===== src/verilog/tmi_pkg.sv =====
// Constants and state type for the touch module two-wire target
package tmi_pkg;

	localparam int CLK_MHZ      = 125;
	localparam int BUS_MAX_KHZ  = 400;
	localparam int DATA_HOLD_NS = 300;
	localparam int DATA_SETUP_NS = 250;

	// Least times, rounded up to whole clock cycles
	localparam logic [5:0] HOLD_CYC  = 6'((DATA_HOLD_NS * CLK_MHZ + 999) / 1000);
	localparam logic [5:0] SETUP_CYC = 6'((DATA_SETUP_NS * CLK_MHZ + 999) / 1000);

	localparam logic [6:0] TOUCH_ADDR_DEFAULT = 7'h4a;
	localparam logic [6:0] TOUCH_ADDR_ALT     = 7'h4b;
	localparam logic [6:0] KEY_ADDR           = 7'h1b;

	localparam logic [3:0] BITS_PER_BYTE = 4'h8;
	localparam logic       LINE_IDLE     = 1'b1;
	localparam logic       STRAP_RESET   = 1'b0;
	localparam logic       TARGET_TOUCH  = 1'b0;
	localparam logic       TARGET_KEY    = 1'b1;

	typedef enum logic [3:0] {
		ST_IDLE,
		ST_ADDR,
		ST_ADDR_ACK,
		ST_WR_BYTE,
		ST_WR_ACK,
		ST_RD_FETCH,
		ST_RD_BYTE,
		ST_RD_ACK,
		ST_IGNORE
	} tmi_state_e;

endpackage


===== src/verilog/tmi_target.sv =====
// Two-wire bus target for the touch and key controllers of the module
`timescale 1ns/1ps
module tmi_target
	import tmi_pkg::*;
(
	input  wire logic       sys_clk,
	input  wire logic       rst,
	input  wire logic       scl_in,
	output logic            scl_out,
	output logic            scl_oe,
	input  wire logic       sda_in,
	output logic            sda_out,
	output logic            sda_oe,
	input  wire logic       touch_addr_sel,
	input  wire logic       touch_event,
	input  wire logic       key_event,
	input  wire logic [7:0] tx_data,
	input  wire logic       tx_valid,
	output logic            rd_req,
	output logic [7:0]      rx_data,
	output logic            rx_valid,
	output logic            xfer_start,
	output logic            xfer_read,
	output logic            xfer_target,
	output logic            bus_busy,
	output logic            touch_change_irq_n,
	output logic            key_change_irq_n
);

	tmi_state_e state;
	logic       scl_s;
	logic       sda_s;
	logic       strap_s;
	logic       scl_q;
	logic       sda_q;
	logic       strap;
	logic [3:0] bit_cnt;
	logic [7:0] shreg;
	logic       want_low;
	logic       have_byte;
	logic       ack_ok;
	logic [5:0] hold_cnt;
	logic [5:0] setup_cnt;
	logic [6:0] touch_addr;
	logic       scl_rise;
	logic       scl_fall;
	logic       start_det;
	logic       stop_det;
	logic       fetch_take;
	logic       setup_done;
	logic       hit_touch;
	logic       hit_key;

	tmi_sync #(.RESET_VAL(LINE_IDLE)) u_scl_sync (
		.sys_clk (sys_clk),
		.rst     (rst),
		.d       (scl_in),
		.q       (scl_s)
	);

	tmi_sync #(.RESET_VAL(LINE_IDLE)) u_sda_sync (
		.sys_clk (sys_clk),
		.rst     (rst),
		.d       (sda_in),
		.q       (sda_s)
	);

	tmi_sync #(.RESET_VAL(STRAP_RESET)) u_strap_sync (
		.sys_clk (sys_clk),
		.rst     (rst),
		.d       (touch_addr_sel),
		.q       (strap_s)
	);

	// Open-drain: the driven level is always low, only the enables move
	always_ff @(posedge sys_clk or posedge rst) begin
		if (rst) begin
			scl_out <= 1'b0;
			sda_out <= 1'b0;
		end else begin
			scl_out <= 1'b0;
			sda_out <= 1'b0;
		end
	end

	always_ff @(posedge sys_clk or posedge rst) begin
		if (rst) begin
			scl_q <= LINE_IDLE;
			sda_q <= LINE_IDLE;
		end else begin
			scl_q <= scl_s;
			sda_q <= sda_s;
		end
	end

	assign scl_rise  = scl_s & ~scl_q;
	assign scl_fall  = ~scl_s & scl_q;
	// Data moving while clock is high can only be start or stop
	assign start_det = scl_s & scl_q & sda_q & ~sda_s;
	assign stop_det  = scl_s & scl_q & ~sda_q & sda_s;

	always_ff @(posedge sys_clk or posedge rst) begin
		if (rst) begin
			bus_busy <= 1'b0;
		end else if (start_det) begin
			bus_busy <= 1'b1;
		end else if (stop_det) begin
			bus_busy <= 1'b0;
		end
	end

	// Strap is only taken while the bus is free, so an address never changes mid-transfer
	always_ff @(posedge sys_clk or posedge rst) begin
		if (rst) begin
			strap <= STRAP_RESET;
		end else if (!bus_busy) begin
			strap <= strap_s;
		end
	end

	assign touch_addr = strap ? TOUCH_ADDR_ALT : TOUCH_ADDR_DEFAULT;
	assign hit_touch  = (shreg[7:1] == touch_addr);
	assign hit_key    = (shreg[7:1] == KEY_ADDR);

	// Next read byte is taken only after the hold time of the last edge
	assign fetch_take = (state == ST_RD_FETCH) && tx_valid && !have_byte && (hold_cnt == 6'h00);
	assign setup_done = (state == ST_RD_FETCH) && have_byte && (setup_cnt == 6'h01);

	always_ff @(posedge sys_clk or posedge rst) begin
		if (rst) begin
			state       <= ST_IDLE;
			bit_cnt     <= 4'h0;
			shreg       <= 8'h00;
			want_low    <= 1'b0;
			have_byte   <= 1'b0;
			ack_ok      <= 1'b0;
			rd_req      <= 1'b0;
			rx_valid    <= 1'b0;
			rx_data     <= 8'h00;
			xfer_start  <= 1'b0;
			xfer_read   <= 1'b0;
			xfer_target <= TARGET_TOUCH;
		end else begin
			rd_req     <= 1'b0;
			rx_valid   <= 1'b0;
			xfer_start <= 1'b0;
			if (start_det) begin
				state     <= ST_ADDR;
				bit_cnt   <= 4'h0;
				want_low  <= 1'b0;
				have_byte <= 1'b0;
			end else if (stop_det) begin
				state     <= ST_IDLE;
				want_low  <= 1'b0;
				have_byte <= 1'b0;
			end else begin
				unique case (state)
					ST_IDLE, ST_IGNORE: begin
						want_low <= 1'b0;
					end
					ST_ADDR: begin
						if (scl_rise) begin
							shreg   <= {shreg[6:0], sda_s};
							bit_cnt <= bit_cnt + 4'h1;
						end else if (scl_fall && bit_cnt == BITS_PER_BYTE) begin
							if (hit_touch || hit_key) begin
								state       <= ST_ADDR_ACK;
								want_low    <= 1'b1;
								xfer_start  <= 1'b1;
								xfer_read   <= shreg[0];
								xfer_target <= hit_key ? TARGET_KEY : TARGET_TOUCH;
							end else begin
								state    <= ST_IGNORE;
								want_low <= 1'b0;
							end
						end
					end
					ST_ADDR_ACK: begin
						if (scl_fall) begin
							want_low <= 1'b0;
							bit_cnt  <= 4'h0;
							if (xfer_read) begin
								state     <= ST_RD_FETCH;
								rd_req    <= 1'b1;
								have_byte <= 1'b0;
							end else begin
								state <= ST_WR_BYTE;
							end
						end
					end
					ST_WR_BYTE: begin
						if (scl_rise) begin
							shreg   <= {shreg[6:0], sda_s};
							bit_cnt <= bit_cnt + 4'h1;
						end else if (scl_fall && bit_cnt == BITS_PER_BYTE) begin
							state    <= ST_WR_ACK;
							want_low <= 1'b1;
							rx_data  <= shreg;
							rx_valid <= 1'b1;
						end
					end
					ST_WR_ACK: begin
						if (scl_fall) begin
							state    <= ST_WR_BYTE;
							want_low <= 1'b0;
							bit_cnt  <= 4'h0;
						end
					end
					ST_RD_FETCH: begin
						if (fetch_take) begin
							shreg     <= tx_data;
							want_low  <= ~tx_data[7];
							have_byte <= 1'b1;
						end else if (setup_done) begin
							state     <= ST_RD_BYTE;
							have_byte <= 1'b0;
							bit_cnt   <= 4'h0;
						end
					end
					ST_RD_BYTE: begin
						if (scl_rise) begin
							bit_cnt <= bit_cnt + 4'h1;
						end else if (scl_fall) begin
							if (bit_cnt == BITS_PER_BYTE) begin
								state    <= ST_RD_ACK;
								want_low <= 1'b0;
							end else begin
								shreg    <= {shreg[6:0], 1'b0};
								want_low <= ~shreg[6];
							end
						end
					end
					ST_RD_ACK: begin
						if (scl_rise) begin
							ack_ok <= ~sda_s;
						end else if (scl_fall) begin
							if (ack_ok) begin
								state     <= ST_RD_FETCH;
								rd_req    <= 1'b1;
								have_byte <= 1'b0;
							end else begin
								state <= ST_IGNORE;
							end
						end
					end
				endcase
			end
		end
	end

	// Data changes only a hold time after the clock falls, never while it is high
	always_ff @(posedge sys_clk or posedge rst) begin
		if (rst) begin
			hold_cnt <= 6'h00;
		end else if (start_det || stop_det) begin
			hold_cnt <= 6'h00;
		end else if (scl_fall) begin
			hold_cnt <= HOLD_CYC;
		end else if (hold_cnt != 6'h00) begin
			hold_cnt <= hold_cnt - 6'h01;
		end
	end

	always_ff @(posedge sys_clk or posedge rst) begin
		if (rst) begin
			sda_oe <= 1'b0;
		end else if (start_det || stop_det) begin
			sda_oe <= 1'b0;
		end else if (hold_cnt == 6'h01) begin
			sda_oe <= want_low;
		end else if (fetch_take) begin
			sda_oe <= ~tx_data[7];
		end
	end

	always_ff @(posedge sys_clk or posedge rst) begin
		if (rst) begin
			setup_cnt <= 6'h00;
		end else if (state != ST_RD_FETCH) begin
			setup_cnt <= 6'h00;
		end else if (fetch_take) begin
			setup_cnt <= SETUP_CYC;
		end else if (setup_cnt != 6'h00) begin
			setup_cnt <= setup_cnt - 6'h01;
		end
	end

	// Clock held low until the next read byte has been on the data line for the setup time; the host never sees a
	// short high phase because the clock is already low when the hold begins
	always_ff @(posedge sys_clk or posedge rst) begin
		if (rst) begin
			scl_oe <= 1'b0;
		end else begin
			scl_oe <= (state == ST_RD_FETCH) && !setup_done && !start_det && !stop_det;
		end
	end

	tmi_chg u_touch_chg (
		.sys_clk  (sys_clk),
		.rst      (rst),
		.set_evt  (touch_event),
		.clr_evt  (xfer_start && xfer_read && (xfer_target == TARGET_TOUCH)),
		.change_n (touch_change_irq_n)
	);

	tmi_chg u_key_chg (
		.sys_clk  (sys_clk),
		.rst      (rst),
		.set_evt  (key_event),
		.clr_evt  (xfer_start && xfer_read && (xfer_target == TARGET_KEY)),
		.change_n (key_change_irq_n)
	);

endmodule // tmi_target


===== src/verilog/tmi_sync.sv =====
// Three-stage input synchroniser with agreement filter
`timescale 1ns/1ps
module tmi_sync
	import tmi_pkg::*;
#(
	parameter logic RESET_VAL = 1'b1
) (
	input  wire logic sys_clk,
	input  wire logic rst,
	input  wire logic d,
	output logic      q
);

	logic s1;
	logic s2;
	logic s3;

	// Output moves only when the second and third stages agree
	always_ff @(posedge sys_clk or posedge rst) begin
		if (rst) begin
			s1 <= RESET_VAL;
			s2 <= RESET_VAL;
			s3 <= RESET_VAL;
			q  <= RESET_VAL;
		end else begin
			s1 <= d;
			s2 <= s1;
			s3 <= s2;
			if (s2 == s3) begin
				q <= s3;
			end
		end
	end

endmodule // tmi_sync


===== src/verilog/tmi_chg.sv =====
// Active-low change line for one controller
`timescale 1ns/1ps
module tmi_chg
	import tmi_pkg::*;
(
	input  wire logic sys_clk,
	input  wire logic rst,
	input  wire logic set_evt,
	input  wire logic clr_evt,
	output logic      change_n
);

	// A new event in the clearing cycle keeps the line low
	always_ff @(posedge sys_clk or posedge rst) begin
		if (rst) begin
			change_n <= 1'b1;
		end else if (set_evt) begin
			change_n <= 1'b0;
		end else if (clr_evt) begin
			change_n <= 1'b1;
		end
	end

endmodule // tmi_chg


===== config.mk =====
export PLATFORM = sky130hd
export DESIGN_NAME = tmi_target
export DESIGN_NICKNAME = d
export VERILOG_FILES = /design/src/verilog/tmi_pkg.sv /design/src/verilog/tmi_target.sv /design/src/verilog/tmi_sync.sv /design/src/verilog/tmi_chg.sv
export SDC_FILE = /design/constraint.sdc
export NUM_CORES = 1
export LEC_CHECK = 0
export BUFFER_PORTS_ARGS = -buffer_cell sky130_fd_sc_hd__buf_2
export CAP_MARGIN = 40
export CELL_PAD_IN_SITES_DETAIL_PLACEMENT = 1
export CELL_PAD_IN_SITES_GLOBAL_PLACEMENT = 2
export CORE_MARGIN = 4
export CORE_UTILIZATION = 38
export DETAILED_ROUTE_END_ITERATION = 10
export GPL_TIMING_DRIVEN = 0
export MAX_ROUTING_LAYER = met4
export PLACE_DENSITY_LB_ADDON = 0.1
export SETUP_SLACK_MARGIN = 0.1
export SYNTH_ARGS = -nofsm -noshare
export SYNTH_HDL_FRONTEND = slang
export SYNTH_SLANG_ARGS = --single-unit

===== constraint.sdc =====
create_clock -name sys_clk -period 2.6 [get_ports sys_clk]
set_input_delay 0.78 -clock sys_clk [delete_from_list [all_inputs] [get_ports sys_clk]]
set_output_delay 0.78 -clock sys_clk [all_outputs]
set_load 0.005 [all_outputs]

# Word-level counts from Yosys, hierarchy flattened
# Index checks and enable logic that the tools add are counted.
[word_totals]
word_cells = 233
regBits = 64
[op_classes]
addsub = 3
n_eq_ne = 45
bitwise = 17
n_reduce_logical = 45
n_mux = 89
[op_table]
columns = ["cell", "n"]
rows = [
  ["2-to-1 mux 4 bit", 23],
  ["inequality test 4 bit, second input constant", 16],
  ["2-to-1 mux 1 bit", 48],
  ["2-to-1 mux 8 bit", 5],
  ["2-to-1 mux 6 bit", 6],
  ["case mux 4 bit (7 select lines)", 1],
  ["case mux 8 bit (3 select lines)", 1],
  ["== test 4 x 3 -> 1 bit, second input constant", 4],
  ["AND reduction 14 bit", 1],
  ["== test 6 x 1 -> 1 bit, second input constant", 2],
  ["logical AND 1 bit", 12],
  ["case mux 4 bit (3 select lines)", 1],
  ["AND reduction 6 bit", 2],
  ["nonzero test 3 bit", 4],
  ["nonzero test 6 bit", 2],
  ["subtractor 6 x 1 -> 6 bit, second input constant", 2],
  ["inequality test 2 bit, second input constant", 5],
  ["inverter 1 bit", 10],
  ["AND reduction 9 bit", 1],
  ["nonzero test 9 bit", 1],
  ["== test 4 x 2 -> 1 bit, second input constant", 2],
  ["== test 4 bit, second input constant", 2],
  ["AND reduction 8 bit", 1],
  ["nonzero test 8 bit", 1],
  ["other kinds (28)", 46],
]

# Longest topological paths before layout
[logic_depth]
word_depth = 9
mapped_depth = 7
ltp_nobuf = 7

# Cells and area by module
# From an unflattened synthesis, not the netlist that was laid out.
[unflattened]
cells_unflattened = 337
hier_area_um2 = 3425.8
[by_module_without_submodules]
columns = ["mod", "area_per_inst_um2", "cells_each", "seq_area_each_um2", "instances"]
rows = [
  ["tmi_target", 2990.4, 313, 1253.7, 1],
  ["tmi_sync at u_scl_sync ...", 120.1, 6, 105.1, 2],
  ["tmi_sync at u_strap_sync", 115.1, 6, 100.1, 1],
  ["tmi_chg", 40.0, 3, 26.3, 2],
]

# Least setup slack after synthesis
# Ideal clock, no wire load.
[synth_timing]
path_kind = "reg-to-reg"
from = "register scl_q"
to = "register shreg[0]"
stages_incl_launch_ff = 7
arrival_time_ns = 1.789
setup_ns = 0.125
synth_period_minus_slack_ns = 1.914
path_slack_ns = 0.686
required_ns = 2.475
cell_sequence = "dfstp_2 > buf_2 > and2b_2 > nand2_1 > a311oi_4 > o2111ai_4 > mux2_4"
[synth_via]
elab_chain_cells = 5
elab_cells_between_ends = 14
classes_between = "eq/ne (3); bitwise (10); reduce/logical (1)"
[synth_rtl]
columns = ["item", "line_no", "text"]
rows = [
  ["from (decl)", "tmi_target.sv:34", "logic scl_q;"],
  ["from (signal assigned)", "tmi_target.sv:91", "scl_q <= scl_s;"],
  ["AND 1 bit", "tmi_target.sv:99, tmi_target.sv:100", ""],
  ["AND 1 bit, on equally long branches (2 in a row)", "tmi_target.sv:100, tmi_target.sv:99", ""],
  ["inverter 1 bit (no line)", "n/a", ""],
  ["AND reduction 8 bit (no line) *", "n/a", ""],
  ["to (signal assigned)", "tmi_target.sv:163", "shreg <= {shreg[6:0], sda_s};"],
  ["to (signal assigned)", "tmi_target.sv:193", "shreg <= {shreg[6:0], sda_s};"],
  ["to (signal assigned)", "tmi_target.sv:211", "shreg <= tx_data;"],
  ["to (decl)", "tmi_target.sv:38", "logic [7:0] shreg;"],
]
# Every way passes the cells marked *; elsewhere a longest branch is shown, timed or not.
# A chain may end at the register's enable or synchronous reset.

# Worst setup path after layout
[layout_timing]
from = "register state[0]"
to = "register shreg[7]"
[layout_via]
elab_chain_cells = 6
elab_cells_between_ends = 16
classes_between = "eq/ne (9); mux (1); reduce/logical (6)"
[layout_rtl]
columns = ["item", "line_no", "text"]
rows = [
  ["from (decl)", "tmi_target.sv:30", "tmi_state_e state;"],
  ["from (signal assigned)", "tmi_target.sv:131", "state <= ST_IDLE;"],
  ["from (signal assigned)", "tmi_target.sv:148", "state <= ST_ADDR;"],
  ["from (signal assigned)", "tmi_target.sv:153", "state <= ST_IDLE;"],
  ["== test 4 x 3 -> 1 bit", "tmi_target.sv:126, tmi_target.sv:157", ""],
  ["logical AND 1 bit (3 in a row)", "tmi_target.sv:126", "assign fetch_take = (state == ST_RD_FETCH) && tx_valid && !have_byte && (hold_cnt == 6'h00);"],
  ["inequality test 2 bit (no line)", "n/a", ""],
  ["AND reduction 8 bit (no line)", "n/a", ""],
]
# Several ways; a longest one is shown, not always the timed one.

==> results.toml <==
[sta]
relSlewSlack_pct = 48.1
rsz0062_at_grt = "no"
finalHoldViolCount = 0
period_share_pct = 84.2
final-max-slew-violation-count = 0
tightest_slew_ps = 772
max_freq_mhz = 457
hold_ws_ps = 360
finalCriticalPeriod_ps = 2190
setup_viol = 0
worst_clock_skew_ps = 14.6

[hold_path]
min-delay-start = "u_sda_sync.s1"
hp-class = "reg -> reg"

[detailed_routing]
drt-initial-drc-count = 140
drt-vias-per-instance = 5.32
drc = 0
num_vias = 2686
ant_nets = 0
dr.pass1.iters = 4
wl_per_cell_um = 17.3
drt-total-wl_mm = 8.75

[setup_path]
worstSetupPathType = "reg -> reg"
slowest_delay_ps = 520
worst_setup_path_end_kind = "register"
cp.arrival_ps = 2440
worstPathCellList = "buf_6 -> nand2_2 -> nor3_2 -> o21ai_2 -> o2111ai_4 -> mux2_2"
critPathRequiredTime_ps = 2850
slowest_stage = "nor3_2"
startpoint_type = "register"
cp_max_fo = 10
cp-startpoint = "state[0]"
reg2reg_from = "state[0]"

[die]
num_io_pins = 36
die_w_um = 103
die_y_um = 103
core_area_mm2 = 0.00876
start_util_pct = 39.2
die_area_mm2 = 0.0106
rows = 34

[cells_and_area]
final_cells = 505
area_delta_synth_final_pct = 16.2
final_cell_mix = "nand2_1 (69), dfrtp_1 (52), buf_2 (38)"
final_layout_size_suffix_gt1_share_pct = 25.4
fin_nets = 416
layout_commonest_cell = "nand2_1"
diodes = 0

[clock_tree]
clkTransAtPathRegs_ps = 90
htree_levels = 3
clock_tree.buffer_depth = 2
numCtsBuffers = 9
clock_sinks = 64
cts_tree = "yes"
ctsHoldBuffers = 0
clkLatencyLatePin_ps = 360
cts-root-buf = "clkbuf_8"

[power]
pwr-share-seq_pct = 42.2
switching_share_pct = 33.4
p_int_mw = 1.97
p_per_area_mw_per_mm2 = 740
power.share.clock_pct = 34.2
vdd_drop_max_mv = 0.326
p_sw_mw = 0.986
combPwrFrac_pct = 23.6
total_leakage_power_nw = 1.87

[outcome]
status = "completed"

[grt]
grt.busiest_layer = "met2"
met3_usage_pct = 3.38
grt_pass1_wl_mm = 14.7
grt_pass1_vias = 2733
antenna_found_initial = 0
overflow = 0
groute.usage.overall_pct = 18.9
grt.met2_usage_pct = 28.0
grt_max_degree = 37
grt_use_met1_pct = 25.4

[synthesis]
avgSynthCellArea_um2 = 9.94
netlist_instances = 346
synthTopCellsByArea = "dfrtp_1 (38%), dfstp_2 (9.2%), nand2_1 (7.5%)"
synth-main-ff-cell = "dfrtp_1"
synth-edff-count = 0
seq_area_frac_synth_pct = 47.0
yosys_warnings = 0
yosys.area.top_type = "dfrtp_1"
syn-cell-area_mm2 = 0.00344
synth_cell_type_count = 63
synth_top_area_share_pct = 37.8
ys_ff_latch = 64
synthArstFlopShare_pct = 100

[placed_design]
dp_hpwl_mm = 6.51
finalWeightedCongestion = 0.878
portBuffers = 33
dp.cells = 489

[job]
max-cap-violations = 0
==> worst max-delay path: cells and delay by family (launching register included) <==
kind / cells / cell delay [ps]
and+or+nand+nor: 2 / 630
AOI/OAI and AO/OA: 2 / 490
DFF: 1 / 390
muxes: 1 / 390
buffers and inverters: 1 / 160
==> through the flow <==
stage / instance area (um2) / setup WS [ps] / util, % / setup TNS (ps) / power, mW
5_1_grt: 4000 / 217 / 45.6 / 0 / 3.14
4_1_cts: 3990 / 269 / 45.5 / 0 / 2.99
3_3_place_gp: 3740 / -614 / 42.7 / -31810 / 1.94
3_5_place_dp: 3760 / 302 / 42.9 / 0 / 1.97
6_report: 4000 / 411 / 45.6 / 0 / 2.96
2_1_floorplan: 3440 / 242 / - / 0 / 1.77
==> worst paths after layout <==
kind | to | slack (ps) | cells past startpoint
worst max-delay path | shreg[7] | 410 | 6
worst min-delay path | u_sda_sync.s2 | 360 | 0
worst max register to register | shreg[7] | 410 | 6
worst min register to register | u_sda_sync.s2 | 360 | 0
max in group asynchronous | sda_q | 1420 | 3
min in group asynchronous | rx_data[5] | 500 | 2
==> power groups by stage <==
stage | Sequential (mW) | Combinational, mW | Clock, mW
finish | 1.25 | 0.697 | 1.01
global route | 1.27 | 0.797 | 1.08
CTS | 1.25 | 0.703 | 1.04
detailed placement | 1.26 | 0.701 | 0
global placement | 1.26 | 0.679 | 0
floorplan | 1.23 | 0.540 | 0
==> what timing repair did <==
action	in CTS	in global routing
hold endpoints to repair	0	0
setup endpoints to repair	0	3
buffers inserted	0	0
gates resized for setup	0	1
==> per-layer routing <==
| metal | share of wire, % | vias up |
|---|---|---|
| met1 | 48 | 1307 |
| met2 | 46 | 56 |
| met4 | 2.2 | 0 |
| met3 | 3.6 | 15 |
| met5 | 0 | - |
| li1 | - | 1308 |
==> final cells by class <==
type | count | area [um2]
fill | 1008 | 4770
multi-input combinational | 255 | 1690
sequential | 64 | 1620
timing repair buffer | 34 | 185
tap | 108 | 135
clock buffer | 9 | 124
clock inverter | 7 | 105
buffer | 17 | 104
inverter | 11 | 41.3
==> cell families after synthesis <==
kind of cell / share of synthesized area [%]
fa+ha+maj: 4.08
flops: 47.0
simple gates: 21.9
xor+xnor: 2.29
other cells: 0.109
buf+inv: 4.22
compound gates: 14.3
mux: 6.11
==> flip-flops by register name, summed over array words and instances (netlist names), 4 cells and up <==
signal     flops
setup_cnt      6
rx_data        8
shreg          8
bit_cnt        4
state          4
hold_cnt       6
==> cells in the mapped netlist, drive strengths merged, types with 6 or more instances <==
library cell,n
clkbuf,6
mux2,12
ha,8
xor2,6
buf,11
inv,10
dfstp,12
mux2i,6
a21oi,18
nand2,70
o21ai,12
dfrtp,52
nor2,22
nor4,6
nand3,8
nor3,11
Power figures use the tool's default switching activity.
